`src/rtl/pts_pkg.sv`:
```
package pts_pkg;

    // ========================================================
    // Register map (word index on the plain register port)
    // ========================================================
    localparam logic [2:0] ADDR_CONFIG   = 3'h0;
    localparam logic [2:0] ADDR_PRESCALE = 3'h1;
    localparam logic [2:0] ADDR_RELOAD   = 3'h2;
    localparam logic [2:0] ADDR_CTRL     = 3'h3;
    localparam logic [2:0] ADDR_COUNT    = 3'h4;
    localparam logic [2:0] ADDR_MATCH    = 3'h5;

    // ========================================================
    // Field positions
    // ========================================================
    localparam int CFG_LOCK_CFG   = 0;
    localparam int CFG_LOCK_PRE   = 1;
    localparam int CFG_LOCK_TMR   = 2;
    localparam int CFG_LOCK_CNT   = 3;
    localparam int CFG_CLK_SEL    = 4;
    localparam int CFG_MATCH_EN   = 5;
    localparam int CTRL_RESTART   = 0;
    localparam int CTRL_TERMINAL  = 1;

    // ========================================================
    // Reset values and constants
    // ========================================================
    localparam logic [5:0]  CONFIG_RESET   = 6'h00;
    localparam logic [2:0]  PRESCALE_RESET = 3'h0;
    localparam logic [15:0] RELOAD_RESET   = 16'hffff;
    localparam logic [7:0]  COUNT_RESET    = 8'h0f;
    localparam logic [7:0]  SERVICE_KEY    = 8'h5c;
    localparam logic [2:0]  DIVIDE_MAX     = 3'h5;

    // Register port request from firmware
    typedef struct packed {
        logic [2:0]  addr;
        logic [15:0] wdata;
        logic        wr;
        logic        rd;
    } pts_bus_req_t;

endpackage

```
`src/rtl/pts_timer_supervisor.sv`:
```
// Function
// - Prescaler divides slow clock by two to the divide field, 1:1 to 1:32.
// - Periodic timer is a 16-bit down-counter on prescaled clock, auto reload.
// - Tick pulse is high for exactly one prescaled cycle when timer hits zero.
// - New reload value only takes effect at the next load, after zero or on restart.
// - Restart bit reloads timer on next prescaled edge, then self-clears.
// - With divide field zero a count may be skipped on load.
// - Supervisor is 8-bit down-counter on selected clock, disabled after reset.
// - An unlocked count write or a match write with match enabled starts supervisor; only reset stops it.
// - Unlocked count write stores value and restarts countdown from it.
// - With match enabled, 5Ch restarts from stored count; other data times out.
// - Supervisor reaching zero raises timeout as late service.
// - Two services within one supervisor clock raise timeout as early service.
// - Clock select 0 picks tick, 1 picks prescaled; hardware select overrides.
// - Changing supervisor clock may gain or lose one cycle.
// - Config, prescale, count locks block writes, reads undefined; reset clears.
// - Timer lock blocks reload and control writes and reload reads.
// - Match register writes ignored while match service disabled.
// - Reset clears config and prescale registers.
// - Counters keep running in idle; registers accessed only when active.
// - Prescale, reload, count writes may take up to 3 slow cycles.
// - Terminal-count flag set at zero, cleared by any control read.
// - Count register resets to 0Fh and is loaded on each service.
module pts_timer_supervisor
(
    // Clock and reset
    input  wire logic                  core_clk,
    input  wire logic                  rstn,
    // Register port
    input  wire pts_pkg::pts_bus_req_t bus_req,
    output logic [15:0]                rd_data,
    // Pins from outside the core clock domain
    input  wire logic                  slow_clk,
    input  wire logic                  alt_clk_sel,
    input  wire logic                  alt_clk,
    // Outputs to interrupt and reset logic
    output logic                       periodic_tick_pulse,
    output logic                       supervisor_timeout
);

    // ========================================================
    // State
    // ========================================================
    typedef struct packed {
        logic [2:0]  slow_sync;
        logic [1:0]  sel_sync;
        logic [2:0]  alt_sync;
        logic [5:0]  config_r;
        logic [2:0]  divide;
        logic [15:0] reload;
        logic        restart;
        logic        terminal;
        logic [7:0]  count_r;
        logic [4:0]  presc;
        logic [15:0] timer;
        logic        tick;
        logic        wd_run;
        logic [7:0]  wd_cnt;
        logic        wd_served;
        logic        timeout;
        logic [15:0] rdata;
    } pts_state_t;

    pts_state_t st;
    pts_state_t next_st;

    // Mask of prescaler bits that must be all ones for a prescaled edge
    function automatic logic [4:0] div_mask(input logic [2:0] code);
        logic [2:0] c;
        c = (code > pts_pkg::DIVIDE_MAX) ? pts_pkg::DIVIDE_MAX : code;
        return 5'((6'h01 << c) - 6'h01);
    endfunction

    // ========================================================
    // Next-state logic
    // ========================================================
    always_comb
    begin
        logic slow_edge;
        logic alt_edge;
        logic presc_tick;
        logic wd_clk;
        logic service;
        logic fault;
        logic lock_cfg;
        logic lock_pre;
        logic lock_tmr;
        logic lock_cnt;
        logic match_en;
        slow_edge  = 1'b0;
        alt_edge   = 1'b0;
        presc_tick = 1'b0;
        wd_clk     = 1'b0;
        service    = 1'b0;
        fault      = 1'b0;
        lock_cfg   = st.config_r[pts_pkg::CFG_LOCK_CFG];
        lock_pre   = st.config_r[pts_pkg::CFG_LOCK_PRE];
        lock_tmr   = st.config_r[pts_pkg::CFG_LOCK_TMR];
        lock_cnt   = st.config_r[pts_pkg::CFG_LOCK_CNT];
        match_en   = st.config_r[pts_pkg::CFG_MATCH_EN];
        next_st    = st;

        // Two-flop synchronisers, third stage only for edge detection
        next_st.slow_sync = {st.slow_sync[1:0], slow_clk};
        next_st.sel_sync  = {st.sel_sync[0], alt_clk_sel};
        next_st.alt_sync  = {st.alt_sync[1:0], alt_clk};
        slow_edge = st.slow_sync[1] & ~st.slow_sync[2];
        alt_edge  = st.alt_sync[1] & ~st.alt_sync[2];

        // Prescaler: a prescaled edge every 2^divide slow edges, divide codes above 5 taken as 5
        // No power-mode gating: both counters run on in idle
        if (slow_edge)
        begin
            next_st.presc = st.presc + 5'h01;
            presc_tick = (st.presc & div_mask(st.divide))
                         == div_mask(st.divide);
        end

        // Periodic timer; it runs whatever the power mode
        if (presc_tick)
        begin
            // Load happens on a prescaled edge, never a skipped count here
            if (st.restart || st.timer == 16'h0000)
            begin
                next_st.timer   = st.reload;
                next_st.restart = 1'b0;
            end
            else
            begin
                next_st.timer = st.timer - 16'h0001;
            end
            // Tick holds for the whole prescaled cycle spent at zero
            next_st.tick = (next_st.timer == 16'h0000);
            if (next_st.timer == 16'h0000)
            begin
                next_st.terminal = 1'b1;
            end
        end

        // Supervisor clock source; the pin select wins
        // A source switch mid-cycle may add or drop one clock
        if (st.sel_sync[1])
        begin
            wd_clk = alt_edge;
        end
        else if (st.config_r[pts_pkg::CFG_CLK_SEL])
        begin
            wd_clk = presc_tick;
        end
        else
        begin
            wd_clk = next_st.tick & ~st.tick;
        end

        // Supervisor countdown, idle until first service
        if (st.wd_run && wd_clk)
        begin
            next_st.wd_served = 1'b0;
            if (st.wd_cnt <= 8'h01)
            begin
                fault = 1'b1;
                next_st.wd_cnt = st.count_r;
            end
            else
            begin
                next_st.wd_cnt = st.wd_cnt - 8'h01;
            end
        end

        // Register writes land at once, inside the allowed delay
        if (bus_req.wr)
        begin
            unique case (bus_req.addr)
                pts_pkg::ADDR_CONFIG:
                    if (!lock_cfg)
                    begin
                        // Lock bits are sticky until reset
                        next_st.config_r = bus_req.wdata[5:0]
                                         | {2'b00, st.config_r[3:0]};
                    end
                pts_pkg::ADDR_PRESCALE:
                    if (!lock_pre)
                    begin
                        next_st.divide = bus_req.wdata[2:0];
                    end
                pts_pkg::ADDR_RELOAD:
                    if (!lock_tmr)
                    begin
                        next_st.reload = bus_req.wdata;
                    end
                pts_pkg::ADDR_CTRL:
                    if (!lock_tmr && bus_req.wdata[pts_pkg::CTRL_RESTART])
                    begin
                        next_st.restart = 1'b1;
                    end
                pts_pkg::ADDR_COUNT:
                    if (!lock_cnt)
                    begin
                        next_st.count_r = bus_req.wdata[7:0];
                        next_st.wd_cnt  = bus_req.wdata[7:0];
                        service = 1'b1;
                    end
                pts_pkg::ADDR_MATCH:
                    if (match_en)
                    begin
                        service = 1'b1;
                        next_st.wd_cnt = st.count_r;
                        if (bus_req.wdata[7:0] != pts_pkg::SERVICE_KEY)
                        begin
                            fault = 1'b1;
                        end
                    end
                default:
                begin
                end
            endcase
        end

        // A service in the clock's own cycle counts as this cycle's
        if (service)
        begin
            if (st.wd_run && st.wd_served)
            begin
                fault = 1'b1;
            end
            next_st.wd_run    = 1'b1;
            next_st.wd_served = 1'b1;
        end

        next_st.timeout = fault;

        // Register reads; locked registers read as zero
        next_st.rdata = 16'h0000;
        if (bus_req.rd)
        begin
            unique case (bus_req.addr)
                pts_pkg::ADDR_CONFIG:
                    next_st.rdata = lock_cfg ? 16'h0000
                                  : {10'h000, st.config_r};
                pts_pkg::ADDR_PRESCALE:
                    next_st.rdata = lock_pre ? 16'h0000
                                  : {13'h0000, st.divide};
                pts_pkg::ADDR_RELOAD:
                    next_st.rdata = lock_tmr ? 16'h0000 : st.reload;
                pts_pkg::ADDR_CTRL:
                begin
                    next_st.rdata = {14'h0000, st.terminal, st.restart};
                    // A new terminal count in the same cycle survives
                    next_st.terminal = presc_tick
                                     && next_st.timer == 16'h0000;
                end
                default:
                    next_st.rdata = 16'h0000;
            endcase
        end
    end

    // ========================================================
    // State register
    // ========================================================
    always_ff @(posedge core_clk or negedge rstn)
    begin
        if (!rstn)
        begin
            st           <= '0;
            st.config_r  <= pts_pkg::CONFIG_RESET;
            st.divide    <= pts_pkg::PRESCALE_RESET;
            st.reload    <= pts_pkg::RELOAD_RESET;
            st.count_r   <= pts_pkg::COUNT_RESET;
            st.timer     <= pts_pkg::RELOAD_RESET;
        end
        else
        begin
            st <= next_st;
        end
    end

    // Outputs straight from flip-flops
    assign rd_data             = st.rdata;
    assign periodic_tick_pulse = st.tick;
    assign supervisor_timeout  = st.timeout;

endmodule

```
`config.mk`:
```
export PLATFORM = sky130hd
export DESIGN_NAME = pts_timer_supervisor
export DESIGN_NICKNAME = d
export VERILOG_FILES = /design/src/rtl/pts_pkg.sv /design/src/rtl/pts_timer_supervisor.sv
export SDC_FILE = /design/constraint.sdc
export NUM_CORES = 1
export LEC_CHECK = 0
export BUFFER_PORTS_ARGS = -buffer_cell sky130_fd_sc_hd__buf_2
export CORE_ASPECT_RATIO = 0.75
export CORE_MARGIN = 4
export CORE_UTILIZATION = 25
export DETAILED_ROUTE_END_ITERATION = 6
export PLACE_DENSITY = 0.38
export SYNTH_ARGS = -nofsm -noshare
export SYNTH_HDL_FRONTEND = slang
export SYNTH_SLANG_ARGS = --single-unit
export TNS_END_PERCENT = 5
```
`constraint.sdc`:
```
create_clock -name core_clk -period 5 [get_ports core_clk]
set_input_delay 1 -clock core_clk [delete_from_list [all_inputs] [get_ports core_clk]]
set_output_delay 1 -clock core_clk [all_outputs]
set_load 0.1 [all_outputs]
```
Word level (Yosys, flattened, before mapping):

Index checks and enable logic that the tools add are counted.

* register bits after elaboration: 92
* bits in latches: 0
* RAM bits: 0
* ROM bits: 0
* input bits: 26
* output and inout bits: 18
* logic and storage cells: 100
* memories kept: 0

* $add $sub $neg: 4
* multipliers: 0
* divide/modulo/power cells: 0
* magnitude comparators: 2
* equal/unequal tests: 7
* shift-type cells: 1
* multiplexer cells: 40
* bitwise operators: 12
* reduce and logical (&&, ||, !) cells: 16

Operator list (number)
* $mux W16: 4
* $pmux W16 S4: 1
* $logic_not A16 Y1: 3
* $mux W8: 4
* $mux W1: 23
* $mux W17: 1
* $pmux W8 S2: 1
* $sub A16 B1 Y16 const B: 1
* $reduce_and A3 Y1: 4
* $mux W9: 1
* $le A8 B1 Y1 const B: 1
* $ne A8 B7 Y1 const B: 1
* $sub A8 B1 Y8 const B: 1
* $not A1 Y1: 7
* $eq A3 B2 Y1 const B: 2
* $eq A3 B3 Y1 const B: 2
* $mux W3: 2
* $mux W6: 1
* $or A6 B4 Y6: 1
* $add A5 B1 Y5 const B: 1
* $and A5 B5 Y5: 1
* $eq A5 B5 Y1: 1
* $shl A1 B3 Y5 const A: 1
* $sub A5 B1 Y5 const B: 1
* 11 further kinds: 16

Depth between registers and ports, before layout:

Gate-level depths: netlist of run 1.

* depth after elaboration: 21
* mapped depth: 12
* depth with buffers taken out: 10

Worst setup path before layout of run 1:

No wires, ideal clock.

* path kind: register -> register
* start point: register st[28] (netlist name)
* end point: register st[23] (netlist name)
* setup time: 0.131 ns
* arrival: 2.913 ns
* data required time: 4.869 ns
* path slack: 1.956 ns
* cell stages (with the launch flop): 11
* path buffers: 0
* period minus slack after synthesis: 3.044 ns
* cells stage by stage: dfstp_2 > inv_1 > ha_1 > or4b_1 > o21ai_0 > a32o_2 > o221ai_2 > o31ai_4 > mux2i_1 > nor2_1 > or3_1

RTL lines
* start, declared: line pts_timer_supervisor.sv:64 `pts_state_t st;`
* start signal, assigned: line pts_timer_supervisor.sv:274 `st <= next_st;`

==> impl_metrics.env, run 1 <==
export IMPL_slew_viol_final=0
export IMPL_grt_pass1_vias=3992
export IMPL_grt_max_degree=67
export IMPL_finalPower_mw=2.74
export IMPL_htreeDepth=3
export IMPL_clock_sinks=92
export IMPL_crit_chain="inv_1 -> ha_1 -> nor3b_4 -> a41oi_2 -> nor4_1 -> o221ai_2 -> o31ai_4 -> mux2i_1 -> nor2_1 -> or3_1"
export IMPL_track_usage_pct=13.3
export IMPL_async_reset_ff_share_pct=100
export IMPL_clkLatencyLatePin_ns=0.35
export IMPL_arrival_ns=4.23
export IMPL_drt_initial_drc_count=419
export IMPL_wl_um=14800
export IMPL_diodes=0
export IMPL_crit_family="compound AO/OA/AOI/OAI gates"
export IMPL_ys_types=75
export IMPL_worst_setup_path_type="register to register"
export IMPL_cts_max_path_buffers=2
export IMPL_rows=44
export IMPL_fill_cells=2063
export IMPL_fmax_mhz=250
export IMPL_yosysWarnings=0
export IMPL_cts_made_buffers=9
export IMPL_end_kind="register"
export IMPL_status="finished clean"
export IMPL_drtPass1Iterations=5
export IMPL_gp_congestion=0.798
export IMPL_r2r_cells=10
export IMPL_grt_overflow=0
export IMPL_layout_setup_ws_ns=1.01
export IMPL_vdd_drop_max_uv=164
export IMPL_initial_core_util_pct=25.9
export IMPL_critPathLaunch="st[28]"
export IMPL_num_io_pins=44
export IMPL_die_h_um=132
export IMPL_vias=4025
export IMPL_portBuffers=43
export IMPL_grt_first_pass_wirelength_um=23900
export IMPL_grt_antenna_before_repair=0
export IMPL_nets=561
export IMPL_seqCellArea_mm2=0.00235
export IMPL_cts_tree="done"
export IMPL_rrSetupSlack_ns=1.01
export IMPL_yosysSeqAreaShare_pct=46.0
export IMPL_drv_cap=0
export IMPL_routedWlPerCell_um=18.8
export IMPL_drc=0
export IMPL_slew_headroom_pct=42.2
export IMPL_cp_num_buf_inv=1
export IMPL_dp_hpwl_um=10800
export IMPL_power_density_mw_per_mm2=478
export IMPL_rsz0062_at_grt="false"
export IMPL_die_area_mm2=0.0228
export IMPL_setup_viol=0
export IMPL_post_cts_setup_buffers=0
export IMPL_synth_ff_type="dfrtp_1"
export IMPL_fin_crit_ns=3.99
export IMPL_synth_edf_count=0
export IMPL_cts_root_buf="clkbuf_16"
export IMPL_path_max_fanout=20
export IMPL_crit_slowest_cell="o31ai_4"
export IMPL_multi_input_area_mm2=0.00244
export IMPL_vias_per_cell=5.11
export IMPL_clk_pin_slew_ns=0.08
export IMPL_post_cts_resize_count=0
export IMPL_synth_seq_cells=92
export IMPL_syn_inst=514
export IMPL_hold_viol_final=0
export IMPL_design_core_area_mm2=0.0197
export IMPL_startpoint_type="register"
export IMPL_synth_common_cells="56 x dfrtp_1, 56 x nand2_1, 42 x nor2_1"
export IMPL_required_ns=5.24
export IMPL_netlist_top_cells_area="dfrtp_1 27%, dfstp_2 19%, mux2_2 5.1%"
export IMPL_worstMarginPinSlew_ns=0.867
export IMPL_drive_gt1_share_pct=26.9
export IMPL_synthesis_area_mm2=0.00510
export IMPL_synth_fp_nets=545
export IMPL_p_leak_nw=2.38
export IMPL_chipWidth_um=173
export IMPL_r2r_end="st[23]"
export IMPL_critical_path_max_stage_delay_ns=0.78
export IMPL_dpl_worst_slack_ns=1.03
export IMPL_hp_class="register to register"
export IMPL_yosysTopAreaCell="dfrtp_1"
export IMPL_synthToLayoutAreaGrowth_pct=12.3
export IMPL_min_path_cells=0
export IMPL_fin_tns_setup_ns=0
export IMPL_synth_top_area_share_pct=27.5
export IMPL_final_antenna_net_count=0
export IMPL_avgSynthCellArea_um2=9.92
export IMPL_cts_hold_buffers=0
export IMPL_r2r_start="st[28]"
export IMPL_final_period_utilization_pct=79.9
export IMPL_whs_endpoint="st[88]"
export IMPL_hold_start="next_st[88]"
export IMPL_clock_skew_ns=0.0109
-- stage by stage --
step / hold WS, ns / cells / util (%) / instance area, um2
after floorplan: 0.331 / 514 / - / 5100
after global placement: 0.344 / 772 / 27.5 / 5410
after detailed placement: 0.335 / 772 / 27.5 / 5410
after CTS: 0.351 / 788 / 29.1 / 5730
after global routing: 0.366 / 788 / 29.1 / 5730
final: 0.349 / 788 / 29.1 / 5730
-- cell families (layout without fill, tap and decap cells) --
family / after synthesis / in the layout / synth area share (%)
and+or+nand+nor: 201 / 201 / 21.6
xor gates and xnor gates: 8 / 8 / 1.52
DFF: 92 / 92 / 46.0
adders and majority gates: 5 / 5 / 1.23
AOI/OAI and AO/OA: 120 / 120 / 17.2
muxes: 29 / 29 / 6.25
buffers and inverters: 59 / 80 / 6.21
-- routing by layer --
metal | wire length (um) | track usage, % | vias to the layer above | share of wire, %
met5 | 0 | 0 | - | 0
met1 | 7890 | 20.9 | 2006 | 53
met4 | 132 | 3.15 | 0 | 0.89
li1 | - | - | 1908 | -
met2 | 6010 | 17.9 | 101 | 41
met3 | 798 | 3.22 | 10 | 5.4
-- placed cells by master (no fill, tap or decap), drive strengths merged, types with 6 or more instances in the layout --
cell	instances
or3	6
nand4	9
nor3	12
clkbuf	9
o21ai	30
dfstp	36
mux2	23
or4	6
mux2i	6
nand3	15
nor2	42
inv	21
dfrtp	56
nor4	12
nand2	57
a21oi	21
buf	47
a22oi	8
and3	13
o211ai	7
-- flip-flops by register name, indices dropped and copies added, names as in the netlist --
register,cells
periodic_tick_pulse,1
next_st,5
st,69
rd_data,16
supervisor_timeout,1
-- where the power goes --
part           leakage [nW]  switching, mW  internal, mW
clock network         0.150          0.327         0.400
logic                  1.14          0.473         0.322
registers              1.09          0.261         0.957
total                  2.38           1.06          1.68
-- worst max-delay path by stage --
| stage | to | slack (ns) | depth (start not counted) |
|---|---|---|---|
| after floorplan | st[23] | 1.96 | 10 |
| after global placement | st[23] | 1.15 | 10 |
| after detailed placement | st[23] | 1.03 | 10 |
| after CTS | st[23] | 1.02 | 10 |
| after global routing | st[23] | 0.71 | 10 |
| final | st[23] | 1.01 | 10 |
-- area by class of cell --
| class | instances | area share (%) |
|---|---|---|
| well taps | 253 | 5.53 |
| multi-input cells | 363 | 42.6 |
| inverters | 17 | 1.11 |
| flip-flops and latches | 92 | 41.0 |
| clock inverters | 7 | 1.55 |
| clock buffers | 9 | 3.93 |
| repair buffers | 47 | 4.33 |
Note: power is estimated with default switching activity, not from simulation.
==> run 2: changes to the inputs <==
PLACE_DENSITY = 0.39   (was 0.38)
clock period = 3.3 ns   (was 5 ns; I/O delays follow)
==> run 2 against run 1 <==
  * Power increased by 58%
  * Count of clock-buffer cells in the layout up 1
  * Clock power rose by 47%
  * Worst hold slack improved by 0.0015 ns
  * Final area rose by 4.7%
  * First-iteration DRC count rose by 1.7%
  * Die area unchanged
  * Clock skew increased by 0.0040 ns
  * Critical endpoint is now st[57]
==> impl_metrics.env, run 2 (synthesis results as in run 1) <==
export IMPL_setup_viol=0
export IMPL_clk_pin_slew_ns=0.07
export IMPL_portBuffers=43
export IMPL_p_sw_share_pct=38.3
export IMPL_diodes=0
export IMPL_drt_initial_drc_count=426
export IMPL_crit_family="simple AND/OR/NAND/NOR gates"
export IMPL_cts_root_buf="clkbuf_16"
export IMPL_clockPowerShare_pct=24.7
export IMPL_slew_viol_final=0
export IMPL_cp_common_cell="or4_1"
export IMPL_drive_gt1_share_pct=31.6
export IMPL_initial_core_util_pct=25.9
export IMPL_p_leak_nw=2.52
export IMPL_layout_cells_non_filler=816
export IMPL_nets=589
export IMPL_grt_overflow=0
export IMPL_gp_congestion=0.882
export IMPL_layout_setup_ws_ns=0.153
export IMPL_min_path_cells=0
export IMPL_largest_reg_flops=69
export IMPL_arrival_ns=3.41
export IMPL_drc=0
export IMPL_vdd_drop_max_uv=214
export IMPL_fin_tns_setup_ns=0
export IMPL_cp_num_buf_inv=2
export IMPL_cts_tree="done"
export IMPL_grt_max_degree=61
export IMPL_grt_pass1_vias=3995
export IMPL_placed_area_mm2=0.00563
export IMPL_grt_first_pass_wirelength_um=23800
export IMPL_chipWidth_um=173
export IMPL_vias_per_cell=5.06
export IMPL_status="finished clean"
export IMPL_worst_setup_path_type="register to register"
export IMPL_r2r_end="st[57]"
export IMPL_r2r_start="st[76]"
export IMPL_clock_skew_ns=0.0149
export IMPL_final_cell_mix="56 x nand2_1, 54 x dfrtp_1, 42 x nor2_1, 42 x buf_2, 36 x dfstp_2"
export IMPL_end_kind="register"
export IMPL_rrSetupSlack_ns=0.15
export IMPL_synthToLayoutAreaGrowth_pct=17.5
export IMPL_dp_hpwl_um=11300
export IMPL_pwr_share_comb_pct=32.8
export IMPL_worstMarginPinSlew_ns=0.821
export IMPL_final_antenna_net_count=0
export IMPL_regMostFlops="st"
export IMPL_seqPwrFrac_pct=42.5
export IMPL_critical_path_max_stage_delay_ns=0.46
export IMPL_crit_chain="nor3_4 -> inv_1 -> ha_1 -> xor2_2 -> a211oi_4 -> buf_6 -> nor2_1 -> a311o_1 -> or4_1 -> or4_1 -> o21ai_2"
export IMPL_routedWlPerCell_um=18.5
export IMPL_die_h_um=132
export IMPL_final_period_utilization_pct=95.4
export IMPL_slew_headroom_pct=45.3
export IMPL_dpl_worst_slack_ns=0.0302
export IMPL_power_density_mw_per_mm2=721
export IMPL_fin_area_mm2=0.00600
export IMPL_rows=44
export IMPL_required_ns=3.56
export IMPL_drtPass1Iterations=6
export IMPL_fill_cells=2027
export IMPL_hold_viol_final=0
export IMPL_cts_made_buffers=9
export IMPL_cts_max_path_buffers=2
export IMPL_clkLatencyLatePin_ns=0.35
export IMPL_finalPower_mw=4.32
export IMPL_whs_endpoint="next_st[91]"
export IMPL_startpoint_type="register"
export IMPL_grt_antenna_before_repair=0
export IMPL_design_core_area_mm2=0.0197
export IMPL_r2r_cells=11
export IMPL_vias=4126
export IMPL_fmax_mhz=318
export IMPL_clock_sinks=92
export IMPL_crit_slowest_cell="dfrtp_2"
export IMPL_htreeDepth=3
export IMPL_hp_class="register to register"
export IMPL_intPower_mw=2.67
export IMPL_drv_cap=0
export IMPL_hold_start="next_st[90]"
export IMPL_track_usage_pct=13.2
export IMPL_dp_cells=798
export IMPL_path_max_fanout=6
export IMPL_final_common_cell="nand2_1"
export IMPL_fin_crit_ns=3.15
export IMPL_die_area_mm2=0.0228
export IMPL_wl_um=15100
export IMPL_num_io_pins=44
export IMPL_switching_power_mw=1.66
==> run 2: metal layers <==
| metal | share of wire [%] | vias to the layer above | track usage (%) | wire [um] |
|---|---|---|---|---|
| met1 | 54 | 2031 | 21.9 | 8160 |
| met2 | 38 | 118 | 16.5 | 5810 |
| li1 | - | 1963 | - | - |
| met3 | 6.4 | 14 | 3.04 | 962 |
| met5 | 0 | - | 0 | 0 |
| met4 | 1.3 | 0 | 3.54 | 191 |
==> run 2: repair_timing <==
action                                  in CTS  in global routing
endpoints found under the setup margin       0                  3
buffers inserted                             0                  2
hold buffers                                 0                  0
gates resized for setup                      0                 11
hold endpoints to repair                     0                  0
==> run 2: worst reg2reg max path, stage by stage (launching register included) <==
cell	delay, ns
dfrtp_2	0.46
nor3_4	0.22
inv_1	0.07
ha_1	0.23
xor2_2	0.21
a211oi_4	0.37
buf_6	0.17
nor2_1	0.04
a311o_1	0.32
or4_1	0.40
or4_1	0.44
o21ai_2	0.16
==> run 2: final cells by class <==
cell class | instances | area, um2 | share of cell area (%)
clock buffer | 10 | 229 | 3.82
clock inverter | 6 | 73.8 | 1.23
inverter | 17 | 63.8 | 1.06
multi-input combinational | 363 | 2470 | 41.2
tap | 253 | 317 | 5.28
sequential | 92 | 2350 | 39.2
timing repair buffer | 75 | 490 | 8.18
==> run 2: metrics by stage <==
stage | utilization (%) | hold WS, ns
global route | 30.4 | 0.353
floorplan | - | 0.331
finish | 30.4 | 0.350
global placement | 28.6 | 0.338
detailed placement | 28.6 | 0.339
CTS | 30.1 | 0.354
==> run 2: how the worst max path moves through the flow <==
stage                     startpoint     end  slack [ns]  cells past startpoint
after global placement        st[33]  st[57]        0.04                      9
after CTS                     st[76]  st[57]       0.007                     11
after global routing          st[76]  st[57]      -0.001                     11
final                         st[76]  st[57]        0.15                     11
after detailed placement      st[76]  st[57]        0.03                     11
after floorplan               st[28]  st[23]        0.26                     10
==> run 2: power by group through the flow <==
stage / sequential [mW] / combinational (mW) / clock, mW
after floorplan: 1.70 / 0.992 / 0
after global placement: 1.84 / 1.37 / 0
after detailed placement: 1.83 / 1.36 / 0
after CTS: 1.82 / 1.38 / 1.11
after global routing: 1.87 / 1.56 / 1.15
final: 1.84 / 1.42 / 1.07
